$ cat config.mk
export PLATFORM = sky130hd
export DESIGN_NAME = rsc_regb_ctrl
export DESIGN_NICKNAME = d
export VERILOG_FILES = /design/src/verilog/rsc_pkg.sv /design/src/verilog/rsc_volt_if.sv /design/src/verilog/rsc_volt_map.sv /design/src/verilog/rsc_regb_ctrl.sv
export VERILOG_INCLUDE_DIRS = /design/src /design/src/verilog
export SDC_FILE = /design/constraint.sdc
export NUM_CORES = 1
export LEC_CHECK = 0
export ABC_AREA = 1
export BUFFER_PORTS_ARGS = -buffer_cell sky130_fd_sc_hd__buf_4
export CAP_MARGIN = 30
export CORE_UTILIZATION = 40
export CTS_CLUSTER_DIAMETER = 80
export CTS_CLUSTER_SIZE = 40
export DETAILED_ROUTE_END_ITERATION = 16
export GPL_TIMING_DRIVEN = 0
export HOLD_SLACK_MARGIN = 0.15
export PLACE_DENSITY = 0.7
export SLEW_MARGIN = 20
export SYNTH_ARGS = -nofsm -noshare
export SYNTH_HDL_FRONTEND = slang
export SYNTH_SLANG_ARGS = --single-unit
$ cat constraint.sdc
create_clock -name clk_in -period 3.8 [get_ports clk_in]
set_input_delay 0.57 -clock clk_in [delete_from_list [all_inputs] [get_ports clk_in]]
set_output_delay 0.57 -clock clk_in [all_outputs]
set_load 0.01 [all_outputs]
$ cat src/verilog/rsc_defines.svh
`ifndef RSC_DEFINES_SVH
`define RSC_DEFINES_SVH

`define RSC_AW                16
`define RSC_DW                16
`define RSC_MVW               12

// Register addresses
`define RSC_ADDR_REGA_SLEEP   16'h4082
`define RSC_ADDR_REGB_CTRL    16'h4083
`define RSC_ADDR_REGB_ON      16'h4084
`define RSC_ADDR_REGB_SLEEP   16'h4085
`define RSC_ADDR_STATUS       16'h40f0

// Field positions
`define RSC_F_ACT             15:14
`define RSC_F_SRC             12:11
`define RSC_F_VPICK           10
`define RSC_F_HMODE           9:8
`define RSC_F_FLOAT           7
`define RSC_F_SWITCH          6
`define RSC_F_SLOT            15:13
`define RSC_F_MODE            8
`define RSC_F_VOLT            4:0
`define RSC_F_ST_PWR          1:0
`define RSC_F_ST_FAULT        2
`define RSC_F_ST_EN           3
`define RSC_F_ST_HWC          4

// Reset values
`define RSC_RST_HMODE         2'h2
`define RSC_RST_ON_MODE       1'h0
`define RSC_RST_SLP_MODE      1'h1

// Field codes
`define RSC_ACT_REG_OFF       2'h1
`define RSC_ACT_SYS_RST       2'h2
`define RSC_SRC_HWC1          2'h1
`define RSC_SRC_HWC2          2'h2
`define RSC_SRC_EITHER        2'h3
`define RSC_HMODE_OFF         2'h1
`define RSC_HMODE_ON_MODE     2'h3
`define RSC_SLOT_NONE         3'h0
`define RSC_SLOT_LAST_TIMED   3'h5
`define RSC_SLOT_HWE1         3'h6
`define RSC_SLOT_HWE2         3'h7
`define RSC_SLP_REV_BASE      3'h6
`define RSC_TS5               3'h5
`define RSC_TS3               3'h3
`define RSC_TS1               3'h1

// Voltage map
`define RSC_CODE_KNEE         5'h0c
`define RSC_CODE_COARSE       5'h0d
`define RSC_CODE_MAX          5'h1f
`define RSC_MV_BASE           12'h3e8
`define RSC_MV_FINE_STEP      12'h032
`define RSC_MV_KNEE           12'h640
`define RSC_MV_COARSE_BASE    12'h6a4
`define RSC_MV_COARSE_STEP    12'h064
`define RSC_MV_MAX            12'hdac

`endif

$ cat src/verilog/rsc_pkg.sv
package rsc_pkg;

    typedef enum logic [1:0] {
        RSC_PWR_OFF,
        RSC_PWR_ON,
        RSC_PWR_SLEEP
    } rsc_pwr_t;

    typedef struct packed {
        logic [4:0]  rega_sleep_voltage;
        logic [1:0]  regb_fault_action;
        logic [1:0]  regb_hw_ctrl_source;
        logic        regb_hw_ctrl_voltage_pick;
        logic [1:0]  regb_hw_ctrl_mode;
        logic        regb_output_float;
        logic        regb_switch_mode;
        logic [2:0]  regb_on_slot;
        logic        regb_on_mode;
        logic [4:0]  regb_on_voltage;
        logic [2:0]  regb_sleep_slot;
        logic        regb_sleep_mode;
        logic [4:0]  regb_sleep_voltage;
        rsc_pwr_t    pwr;
        logic        fault_off;
        logic        hwc_active;
        logic [15:0] rdata;
        logic        enable;
        logic        low_power;
        logic [4:0]  vcode;
        logic [11:0] regb_mv;
        logic [11:0] rega_mv;
        logic        fault_irq;
        logic        sys_reset_req;
    } rsc_state_t;

endpackage

$ cat src/verilog/rsc_volt_if.sv
interface rsc_volt_if;
    logic [4:0]  code_a;
    logic [4:0]  code_b;
    logic [11:0] mv_a;
    logic [11:0] mv_b;

    modport client (output code_a, output code_b, input mv_a, input mv_b);
    modport mapper (input code_a, input code_b, output mv_a, output mv_b);
endinterface

$ cat src/verilog/rsc_volt_map.sv
`include "rsc_defines.svh"

module rsc_volt_map (
    // Codes in, millivolts out
    rsc_volt_if.mapper vif
);

    // Two linear segments; the coarse one skips 1.65 V
    function automatic logic [11:0] code_to_mv(input logic [4:0] code);
        logic [11:0] c;
        c = {7'h00, code};
        if (code <= `RSC_CODE_KNEE)
            code_to_mv = 12'(`RSC_MV_BASE + c * `RSC_MV_FINE_STEP);
        else
            code_to_mv = 12'(`RSC_MV_COARSE_BASE
                + (c - {7'h00, `RSC_CODE_COARSE}) * `RSC_MV_COARSE_STEP);
    endfunction

    assign vif.mv_a = code_to_mv(vif.code_a);
    assign vif.mv_b = code_to_mv(vif.code_b);

endmodule // rsc_volt_map

$ cat src/verilog/rsc_regb_ctrl.sv
`include "rsc_defines.svh"

// Function
// Each 5-bit voltage code maps 00h to 1.00 V, 50 mV steps to 1.60 V at 0Ch, then 100 mV steps from 1.70 V at 0Dh to 3.50 V at 1Fh.
// An undervoltage fault of regulator B is ignored, shuts the regulator down, or requests a device reset, per the 2-bit fault action field.
// Every undervoltage fault of regulator B raises an interrupt whatever the fault action.
// The hardware control source field picks none, input 1, input 2, or either input as the hardware control request.
// Under hardware control, the voltage pick bit selects the on voltage (0) or the sleep voltage (1).
// Under hardware control, mode codes 00 and 10 give low power, 01 turns the regulator off, 11 follows the on mode bit; reset value 10.
// The float bit chooses discharge (0) or float (1) when disabled, and the switch bit chooses switch mode (1) over regulating mode (0).
// On-slot code 000 never enables regulator B and codes 001 to 101 enable it in timeslots 1 to 5.
// On-slot codes 110 and 111 hand the enable to hardware enable input 1 or 2.
// The on mode bit picks normal (0) or low power (1) in the on state and resets to 0.
// Sleep-slot codes 001 to 101 disable regulator B on sleep entry in timeslots 5 down to 1.
// Sleep-slot codes 000, 110 and 111 keep regulator B on at sleep voltage and mode, in timeslots 5, 3 and 1.
// With a hardware enable assigned, sleep-slot codes 001 to 101 instead pick the timeslot of the sleep condition.
// The sleep mode bit picks normal (0) or low power (1) in the sleep state and resets to 1.
// After reset both slot fields read 000 and all voltage fields 00h.
// After reset fault action, control source, voltage pick, float and switch bits read 0.
// Fault action code 11 behaves as ignore while still raising the interrupt.
module rsc_regb_ctrl (
    // Clock and reset
    input  wire logic                clk_in,
    input  wire logic                reset_in,
    // Register port
    input  wire logic [`RSC_AW-1:0]  addr_in,
    input  wire logic [`RSC_DW-1:0]  wdata_in,
    input  wire logic                wr_in,
    input  wire logic                rd_in,
    output logic      [`RSC_DW-1:0]  rdata_out,
    // Hardware control and enable inputs
    input  wire logic                hw_ctrl1_in,
    input  wire logic                hw_ctrl2_in,
    input  wire logic                hw_enable1_in,
    input  wire logic                hw_enable2_in,
    // Sequencer
    input  wire logic [2:0]          seq_slot_in,
    input  wire logic                seq_up_stb_in,
    input  wire logic                seq_sleep_stb_in,
    // Fault detector
    input  wire logic                uv_fault_in,
    // Regulator B drive
    output logic                     regb_enable_out,
    output logic                     regb_low_power_out,
    output logic      [4:0]          regb_voltage_code_out,
    output logic      [`RSC_MVW-1:0] regb_millivolts_out,
    output logic                     regb_output_float_out,
    output logic                     regb_switch_mode_out,
    // Regulator A sleep target
    output logic      [`RSC_MVW-1:0] rega_sleep_millivolts_out,
    // Fault reporting
    output logic                     fault_irq_out,
    output logic                     system_reset_req_out
);

    rsc_pkg::rsc_state_t st_reg;
    rsc_pkg::rsc_state_t st_next;
    logic                hw_assigned;
    logic                hwe_level;
    logic                sleep_hit;
    logic                hwc_off;

    rsc_volt_if vif ();

    rsc_volt_map u_map (
        .vif (vif.mapper)
    );

    // Millivolts lag the code by one cycle; cheaper than a comb loop
    assign vif.code_a = st_reg.rega_sleep_voltage;
    assign vif.code_b = st_reg.vcode;

    function automatic logic hwc_request(input logic [1:0] src,
                                         input logic       c1,
                                         input logic       c2);
        case (src)
            `RSC_SRC_HWC1:   hwc_request = c1;
            `RSC_SRC_HWC2:   hwc_request = c2;
            `RSC_SRC_EITHER: hwc_request = c1 | c2;
            default:         hwc_request = 1'b0;
        endcase
    endfunction

    function automatic logic [2:0] sleep_ts(input logic [2:0] code);
        case (code)
            3'h0:    sleep_ts = `RSC_TS5;
            3'h6:    sleep_ts = `RSC_TS3;
            3'h7:    sleep_ts = `RSC_TS1;
            default: sleep_ts = 3'(`RSC_SLP_REV_BASE - code);
        endcase
    endfunction

    function automatic logic is_timed(input logic [2:0] code);
        is_timed = code != `RSC_SLOT_NONE && code <= `RSC_SLOT_LAST_TIMED;
    endfunction

    always_comb begin
        st_next = st_reg;
        hw_assigned = st_reg.regb_on_slot == `RSC_SLOT_HWE1
                   || st_reg.regb_on_slot == `RSC_SLOT_HWE2;
        hwe_level = st_reg.regb_on_slot == `RSC_SLOT_HWE1 ? hw_enable1_in
                                                          : hw_enable2_in;
        sleep_hit = seq_sleep_stb_in
                 && seq_slot_in == sleep_ts(st_reg.regb_sleep_slot);

        if (wr_in) begin
            case (addr_in)
                `RSC_ADDR_REGA_SLEEP: begin
                    st_next.rega_sleep_voltage = wdata_in[`RSC_F_VOLT];
                end
                `RSC_ADDR_REGB_CTRL: begin
                    st_next.regb_fault_action = wdata_in[`RSC_F_ACT];
                    st_next.regb_hw_ctrl_source = wdata_in[`RSC_F_SRC];
                    st_next.regb_hw_ctrl_voltage_pick = wdata_in[`RSC_F_VPICK];
                    st_next.regb_hw_ctrl_mode = wdata_in[`RSC_F_HMODE];
                    st_next.regb_output_float = wdata_in[`RSC_F_FLOAT];
                    st_next.regb_switch_mode = wdata_in[`RSC_F_SWITCH];
                    st_next.fault_off = 1'b0;
                end
                `RSC_ADDR_REGB_ON: begin
                    st_next.regb_on_slot = wdata_in[`RSC_F_SLOT];
                    st_next.regb_on_mode = wdata_in[`RSC_F_MODE];
                    st_next.regb_on_voltage = wdata_in[`RSC_F_VOLT];
                end
                `RSC_ADDR_REGB_SLEEP: begin
                    st_next.regb_sleep_slot = wdata_in[`RSC_F_SLOT];
                    st_next.regb_sleep_mode = wdata_in[`RSC_F_MODE];
                    st_next.regb_sleep_voltage = wdata_in[`RSC_F_VOLT];
                end
                default: begin
                end
            endcase
        end

        // Codes 00 and 11 fall through with no action
        st_next.fault_irq = uv_fault_in;
        st_next.sys_reset_req = uv_fault_in
            && st_reg.regb_fault_action == `RSC_ACT_SYS_RST;
        // Fault latch set wins over the clearing write
        if (uv_fault_in && st_reg.regb_fault_action == `RSC_ACT_REG_OFF)
            st_next.fault_off = 1'b1;

        if (hw_assigned) begin
            if (!hwe_level)
                st_next.pwr = rsc_pkg::RSC_PWR_OFF;
            else if (st_reg.pwr == rsc_pkg::RSC_PWR_OFF)
                st_next.pwr = rsc_pkg::RSC_PWR_ON;
            else if (st_reg.pwr == rsc_pkg::RSC_PWR_ON && sleep_hit)
                st_next.pwr = rsc_pkg::RSC_PWR_SLEEP;
        end else begin
            case (st_reg.pwr)
                rsc_pkg::RSC_PWR_OFF: begin
                    if (seq_up_stb_in && is_timed(st_reg.regb_on_slot)
                        && seq_slot_in == st_reg.regb_on_slot)
                        st_next.pwr = rsc_pkg::RSC_PWR_ON;
                end
                rsc_pkg::RSC_PWR_ON: begin
                    if (sleep_hit) begin
                        if (is_timed(st_reg.regb_sleep_slot))
                            st_next.pwr = rsc_pkg::RSC_PWR_OFF;
                        else
                            st_next.pwr = rsc_pkg::RSC_PWR_SLEEP;
                    end
                end
                rsc_pkg::RSC_PWR_SLEEP: begin
                    if (seq_up_stb_in && seq_slot_in == st_reg.regb_on_slot)
                        st_next.pwr = rsc_pkg::RSC_PWR_ON;
                end
                default: st_next.pwr = rsc_pkg::RSC_PWR_OFF;
            endcase
        end

        st_next.hwc_active = hwc_request(st_next.regb_hw_ctrl_source,
                                         hw_ctrl1_in, hw_ctrl2_in);
        hwc_off = st_next.hwc_active
               && st_next.regb_hw_ctrl_mode == `RSC_HMODE_OFF;
        st_next.enable = st_next.pwr != rsc_pkg::RSC_PWR_OFF
                      && !st_next.fault_off && !hwc_off;

        if (st_next.hwc_active) begin
            st_next.vcode = st_next.regb_hw_ctrl_voltage_pick
                          ? st_next.regb_sleep_voltage
                          : st_next.regb_on_voltage;
            st_next.low_power =
                st_next.regb_hw_ctrl_mode == `RSC_HMODE_ON_MODE
                ? st_next.regb_on_mode : 1'b1;
        end else if (st_next.pwr == rsc_pkg::RSC_PWR_SLEEP) begin
            st_next.vcode = st_next.regb_sleep_voltage;
            st_next.low_power = st_next.regb_sleep_mode;
        end else begin
            st_next.vcode = st_next.regb_on_voltage;
            st_next.low_power = st_next.regb_on_mode;
        end

        st_next.regb_mv = vif.mv_b;
        st_next.rega_mv = vif.mv_a;

        // Read data stand for exactly the cycle after the strobe
        st_next.rdata = '0;
        if (rd_in) begin
            case (addr_in)
                `RSC_ADDR_REGA_SLEEP:
                    st_next.rdata[`RSC_F_VOLT] = st_reg.rega_sleep_voltage;
                `RSC_ADDR_REGB_CTRL: begin
                    st_next.rdata[`RSC_F_ACT] = st_reg.regb_fault_action;
                    st_next.rdata[`RSC_F_SRC] = st_reg.regb_hw_ctrl_source;
                    st_next.rdata[`RSC_F_VPICK] =
                        st_reg.regb_hw_ctrl_voltage_pick;
                    st_next.rdata[`RSC_F_HMODE] = st_reg.regb_hw_ctrl_mode;
                    st_next.rdata[`RSC_F_FLOAT] = st_reg.regb_output_float;
                    st_next.rdata[`RSC_F_SWITCH] = st_reg.regb_switch_mode;
                end
                `RSC_ADDR_REGB_ON: begin
                    st_next.rdata[`RSC_F_SLOT] = st_reg.regb_on_slot;
                    st_next.rdata[`RSC_F_MODE] = st_reg.regb_on_mode;
                    st_next.rdata[`RSC_F_VOLT] = st_reg.regb_on_voltage;
                end
                `RSC_ADDR_REGB_SLEEP: begin
                    st_next.rdata[`RSC_F_SLOT] = st_reg.regb_sleep_slot;
                    st_next.rdata[`RSC_F_MODE] = st_reg.regb_sleep_mode;
                    st_next.rdata[`RSC_F_VOLT] = st_reg.regb_sleep_voltage;
                end
                `RSC_ADDR_STATUS: begin
                    st_next.rdata[`RSC_F_ST_PWR] = st_reg.pwr;
                    st_next.rdata[`RSC_F_ST_FAULT] = st_reg.fault_off;
                    st_next.rdata[`RSC_F_ST_EN] = st_reg.enable;
                    st_next.rdata[`RSC_F_ST_HWC] = st_reg.hwc_active;
                end
                default: st_next.rdata = '0;
            endcase
        end
    end

    always_ff @(posedge clk_in or posedge reset_in) begin
        if (reset_in) begin
            st_reg <= '0;
            st_reg.regb_hw_ctrl_mode <= `RSC_RST_HMODE;
            st_reg.regb_on_mode <= `RSC_RST_ON_MODE;
            st_reg.regb_sleep_mode <= `RSC_RST_SLP_MODE;
            st_reg.pwr <= rsc_pkg::RSC_PWR_OFF;
        end else begin
            st_reg <= st_next;
        end
    end

    assign rdata_out                 = st_reg.rdata;
    assign regb_enable_out           = st_reg.enable;
    assign regb_low_power_out        = st_reg.low_power;
    assign regb_voltage_code_out     = st_reg.vcode;
    assign regb_millivolts_out       = st_reg.regb_mv;
    assign regb_output_float_out     = st_reg.regb_output_float;
    assign regb_switch_mode_out      = st_reg.regb_switch_mode;
    assign rega_sleep_millivolts_out = st_reg.rega_mv;
    assign fault_irq_out             = st_reg.fault_irq;
    assign system_reset_req_out      = st_reg.sys_reset_req;
endmodule // rsc_regb_ctrl

Word level (Yosys, flattened, before mapping). Index checks and enable logic that the tools add are counted.

Register bits: 85. Input port bits: 46. Output and inout bits: 51. Word-level logic and storage cells: 117.

Add/sub/neg operators: 7. Multipliers: 4. Order comparisons: 4. Equal/unequal tests: 21. Muxes and demuxes: 32. Bitwise gates (word level): 1. Reductions and logical operators: 24.

Operators with widths (count): 16-bit by 15-bit == test with 1-bit output (second input constant) (5); 25-bit 2-to-1 mux (1); 10-bit by 11-bit adder with 12-bit output (first input constant) (2); 11-bit by 12-bit adder with 12-bit output (first input constant) (2); 12-bit by 5-bit multiplier with 10-bit output (second input constant) (2); 12-bit 2-to-1 mux (2); 5-bit by 5-bit multiplier with 10-bit output (second input constant) (2); 5-bit one-hot mux with 4 select lines (1); 2-bit 2-to-1 mux (9); 9-bit 2-to-1 mux (2); 16-bit 2-to-1 mux (1); 2-bit == test (second input constant) (6); 3-bit == test (second input constant) (4); 1-bit logical AND (12); 6-bit 2-to-1 mux (2); 2-bit one-hot mux with 3 select lines (2); 5-bit by 4-bit subtractor with 6-bit output (second input constant) (2); 5-bit by 4-bit less-or-equal comparator with 1-bit output (second input constant) (2); 3-bit one-hot mux with 3 select lines (1); 2-bit by 1-bit == test with 1-bit output (second input constant) (4); 2-bit AND reduction (4); 7-bit 2-to-1 mux (1); 3-bit == test (2); 3-bit less-or-equal comparator (second input constant) (2); 13 further kinds (20).

Depth between registers and ports, before layout.
Depth after elaboration: 12. Depth in mapped cells: 19.

By module. From an unflattened synthesis, not the netlist that was laid out.

Cells, all modules: 901. Area, all modules: 6856.6 µm².

By module, submodules not included: rsc_regb_ctrl (times used 1, cells each 430, area an instance 3943.8 µm², seq. area each 2104.5 µm²); rsc_volt_map (times used 1, cells each 471, area an instance 2912.8 µm², seq. area each 0.0 µm²).

Worst setup path before layout. Ideal clock, no wire load.

Path type: register to register. Start point: register st_reg, in the netlist vif.code_a[1]. End point: register st_reg, in the netlist rega_sleep_millivolts_out[11]. Library setup time: 0.154 ns. Arrival: 3.355 ns. Data required time: 3.646 ns. Path slack: 0.292 ns. Stages on the path, launching flop included: 16. Buffers on the path: 0. Period minus slack after synthesis: 3.508 ns. Cells stage by stage: dfrtp_1 > inv_1 > ha_1 > a21oi_1 > xor2_1 > ha_1 > ha_1 > fa_1 > ha_1 > a21oi_1 > nand2_1 > a21o_1 > a21oi_1 > xor2_1 > xor2_1 > o22ai_1.

RTL lines: from (decl) (line rsc_regb_ctrl.sv:56) `rsc_pkg::rsc_state_t st_reg;`; from (signal assigned) (line rsc_regb_ctrl.sv:242) `st_reg <= st_next;`.

==> flow_summary_export.csv <==
group,metric,value,unit
flow_run,cap_violations,0,
final_layout,final_cell_area,0.007951,mm^2
sta,fin_crit,3.656,ns
final_layout,utilization,0.5154,
sta,slew_headroom,0.4413,
yosys,synth_top_family_by_area,"adder cells",
sta,skew,0.005973,ns
cts,cts_tree,"built",
global_routing,grt_max_degree,58,
drt,first_iter_violations,202,
critical_path,cp-start-kind,"register",
placement,dpl.hpwl,10.96,mm
final_layout,largest_reg_flops,29,
drt,drtPass1Iterations,5,
drt,wire_per_inst,12.30,um
critical_path,critPathCaptureType,"register",
cts,cts.clk_slew.worst_paths,0.07,ns
yosys,synthArstFlopShare,1.000,
die,dieArea,0.01656,mm^2
yosys,syn_inst,793,
drt,vias_per_cell,4.669,
yosys,synth-compound-area-share,0.1125,
placement,gp_congestion,0.8529,
pwr,peakVddDrop,0.2422,mV
global_routing,grt_pass1_vias,5082,
drt,routed_wl,13.98,mm
drt,ant_nets,0,
placement,placed_area,0.007411,mm^2
final_layout,syn2layout_area_growth,23.88,%
min_path,hold_path_class,"in2async",
sta,finalMaxSlewViolations,0,
yosys,netlist_area,0.006419,mm^2
cts,cts_inserted_buffers,9,
cts,clock_latency,0.35,ns
pwr,p_leak,4.259,nW
sta,holdWs,0.2070,ns
die,fp.dieH,128.7,um
cts,cts_htree_levels,3,
yosys,synthSimpleGateAreaFrac,0.1815,
critical_path,crit_path_max_fanout,5,
cts,cts_sinks,82,
placement,dp_cells,1099,
global_routing,grt-ovfl-total,0,
yosys,synthAdderAreaFrac,0.1875,
yosys,synthMuxAreaShare,0.001754,
die,io_pins,97,
yosys,synth_seq_area_share,0.3201,
critical_path,worstPathRequired,3.98,ns
cts,cts_root_buf,"clkbuf_16",
yosys,ys_top_cells_by_area,"dfrtp_1 (31%), ha_1 (15%), inv_1 (8.1%)",
final_layout,drive_gt1_frac,0.2530,
critical_path,cp.arrival,3.84,ns
global_routing,grt_use_total,0.1800,
yosys,synth_area_per_cell,8.094,um^2
sta,hold_violations,0,
yosys,synth_most_common_cell,"inv_1",
yosys,synth_top_area_frac,0.3119,
yosys,synth_edf_count,0,
final_layout,diodes,0,
die,coreArea,0.01543,mm^2
global_routing,antenna_found_initial,0,
sta,worstMarginPinSlew,0.8341,ns
sta,fmax,273.5,MHz
drt,vias,5304,
sta,finalSetupViolCount,0,
cts,clock_path_buffers,2,
yosys,synthXorXnorAreaFrac,0.05322,
drt,drc,0,
run_status,status,"finished clean",
yosys,synth_commonest_cells,"inv_1 (139), nand2_1 (129), dfrtp_1 (80)",
global_routing,grt_pass1_wl,23.39,mm
yosys,synth_ff_type,"dfrtp_1",
critical_path,worstSetupPathType,"reg2reg",
yosys,yosysWarningCount,0,
yosys,yosys_register_bits,82,
pwr,finalPower,2.770,mW
final_layout,nNetsFinal,1055,
sta,min_period_over_period,0.9620,
yosys,ys_types,43,
pwr,powerDensity,348.3,mW/mm^2
yosys,yosys.area.top_type,"dfrtp_1",
die,num_rows,45,
die,die_w,128.7,um
die,start_util,0.4161,
final_layout,final_cells,1136,
placement,numPortBuffers,92,
[per-stage QoR]
stage	TNS [ns]	worst slack, ns
after floorplan	0	0.2917
after global placement	-0.1617	-0.08991
after detailed placement	-0.1624	-0.09123
after CTS	0	0.02070
after global routing	-0.001251	-0.001251
final	0	0.1443
[worst max-delay path, cell delays in order (launching register included)]
cell	delay (ns)
dfrtp_2	0.41
inv_1	0.10
ha_2	0.21
a21oi_4	0.18
xor2_1	0.19
ha_1	0.27
ha_1	0.32
fa_1	0.54
ha_4	0.23
a21oi_1	0.14
nand2_1	0.10
a21o_1	0.16
a21oi_1	0.15
xor2_1	0.22
xor2_1	0.20
o22ai_1	0.09
[report_power, final]
group | switching (mW) | internal, mW | total (mW)
clock | 0.388 | 0.453 | 0.840
combinational | 0.518 | 0.469 | 0.987
sequential | 0.0211 | 0.921 | 0.942
total | 0.927 | 1.84 | 2.77
[worst paths after layout]
path                                            from                                      end  slack, ns  cells after the start
min reg2reg                     st_reg[75]$_DFF_PP0_                  rdata_out[10]$_DFF_PP0_       0.49                      2
max reg2reg                vif.code_a[1]$_DFFE_PP0P_  rega_sleep_millivolts_out[11]$_DFF_PP0_       0.14                     15
min                                         reset_in                   rdata_out[4]$_DFF_PP0_       0.21                      2
min in group clk_in                      uv_fault_in                  fault_irq_out$_DFF_PP0_       0.35                      1
max                        vif.code_a[1]$_DFFE_PP0P_  rega_sleep_millivolts_out[11]$_DFF_PP0_       0.14                     15
max in group asynchronous                   reset_in                     st_reg[58]$_DFF_PP1_       2.94                      3
[logic make-up (layout without fill, tap and decap cells)]
| family | count (synthesis) | in the layout |
|---|---|---|
| AND/OR/NAND/NOR | 259 | 259 |
| buffers and inverters | 196 | 326 |
| AO/OA/AOI/OAI | 126 | 126 |
| adder cells (fa/ha/maj) | 89 | 89 |
| flip-flops | 82 | 82 |
| XOR/XNOR | 39 | 39 |
| other | 1 | 3 |
| multiplexers | 1 | 1 |
[per-layer routing]
metal | up-vias | share of wire | track usage
met5 | - | 0 | 0
li1 | 2737 | - | -
met3 | 18 | 0.045 | 0.03659
met2 | 102 | 0.49 | 0.3097
met1 | 2447 | 0.45 | 0.2228
met4 | 0 | 0.017 | 0.06574
[cell usage in the layout (no fill, tap or decap), types with 3 or more instances in the layout]
master       n
ha_1        73
nand2_1    129
a21oi_1     38
a21oi_4      3
o22ai_1      3
clkbuf_16    9
nand2_2      9
dfrtp_2      5
a31oi_1      8
nor2_4       3
nand3_1     33
inv_6        4
o21ai_0     39
o211ai_1     8
xnor2_1      9
xor2_2       5
nor2_1      61
xor2_1      25
conb_1       3
nand3_2      3
o21ai_1     12
dfrtp_1     75
inv_1      135
inv_2        6
nor3_1       5
fa_1        12
clkbuf_1     3
buf_4      158
o31ai_1      3
nand4_1      7
buf_2        3
o221ai_1     3
[timing repair]
action	CTS	global route
pin swaps	0	11
endpoints found under the setup margin	2	3
buffers inserted	1	19
resized for setup	10	14
hold buffers	0	0
[layout make-up]
cell class                      instances  area, um^2
Clock inverter                          7       57.56
Buffer                                 52       371.6
Multi-Input combinational cell        517        3548
Timing Repair Buffer                  114       873.3
Tap cell                              211       264.0
Fill cell                            1523        7476
Sequential cell                        82        2061
Clock buffer                            9       225.2
Inverter                              144       550.5
Note: power is estimated with default switching activity, not from simulation.
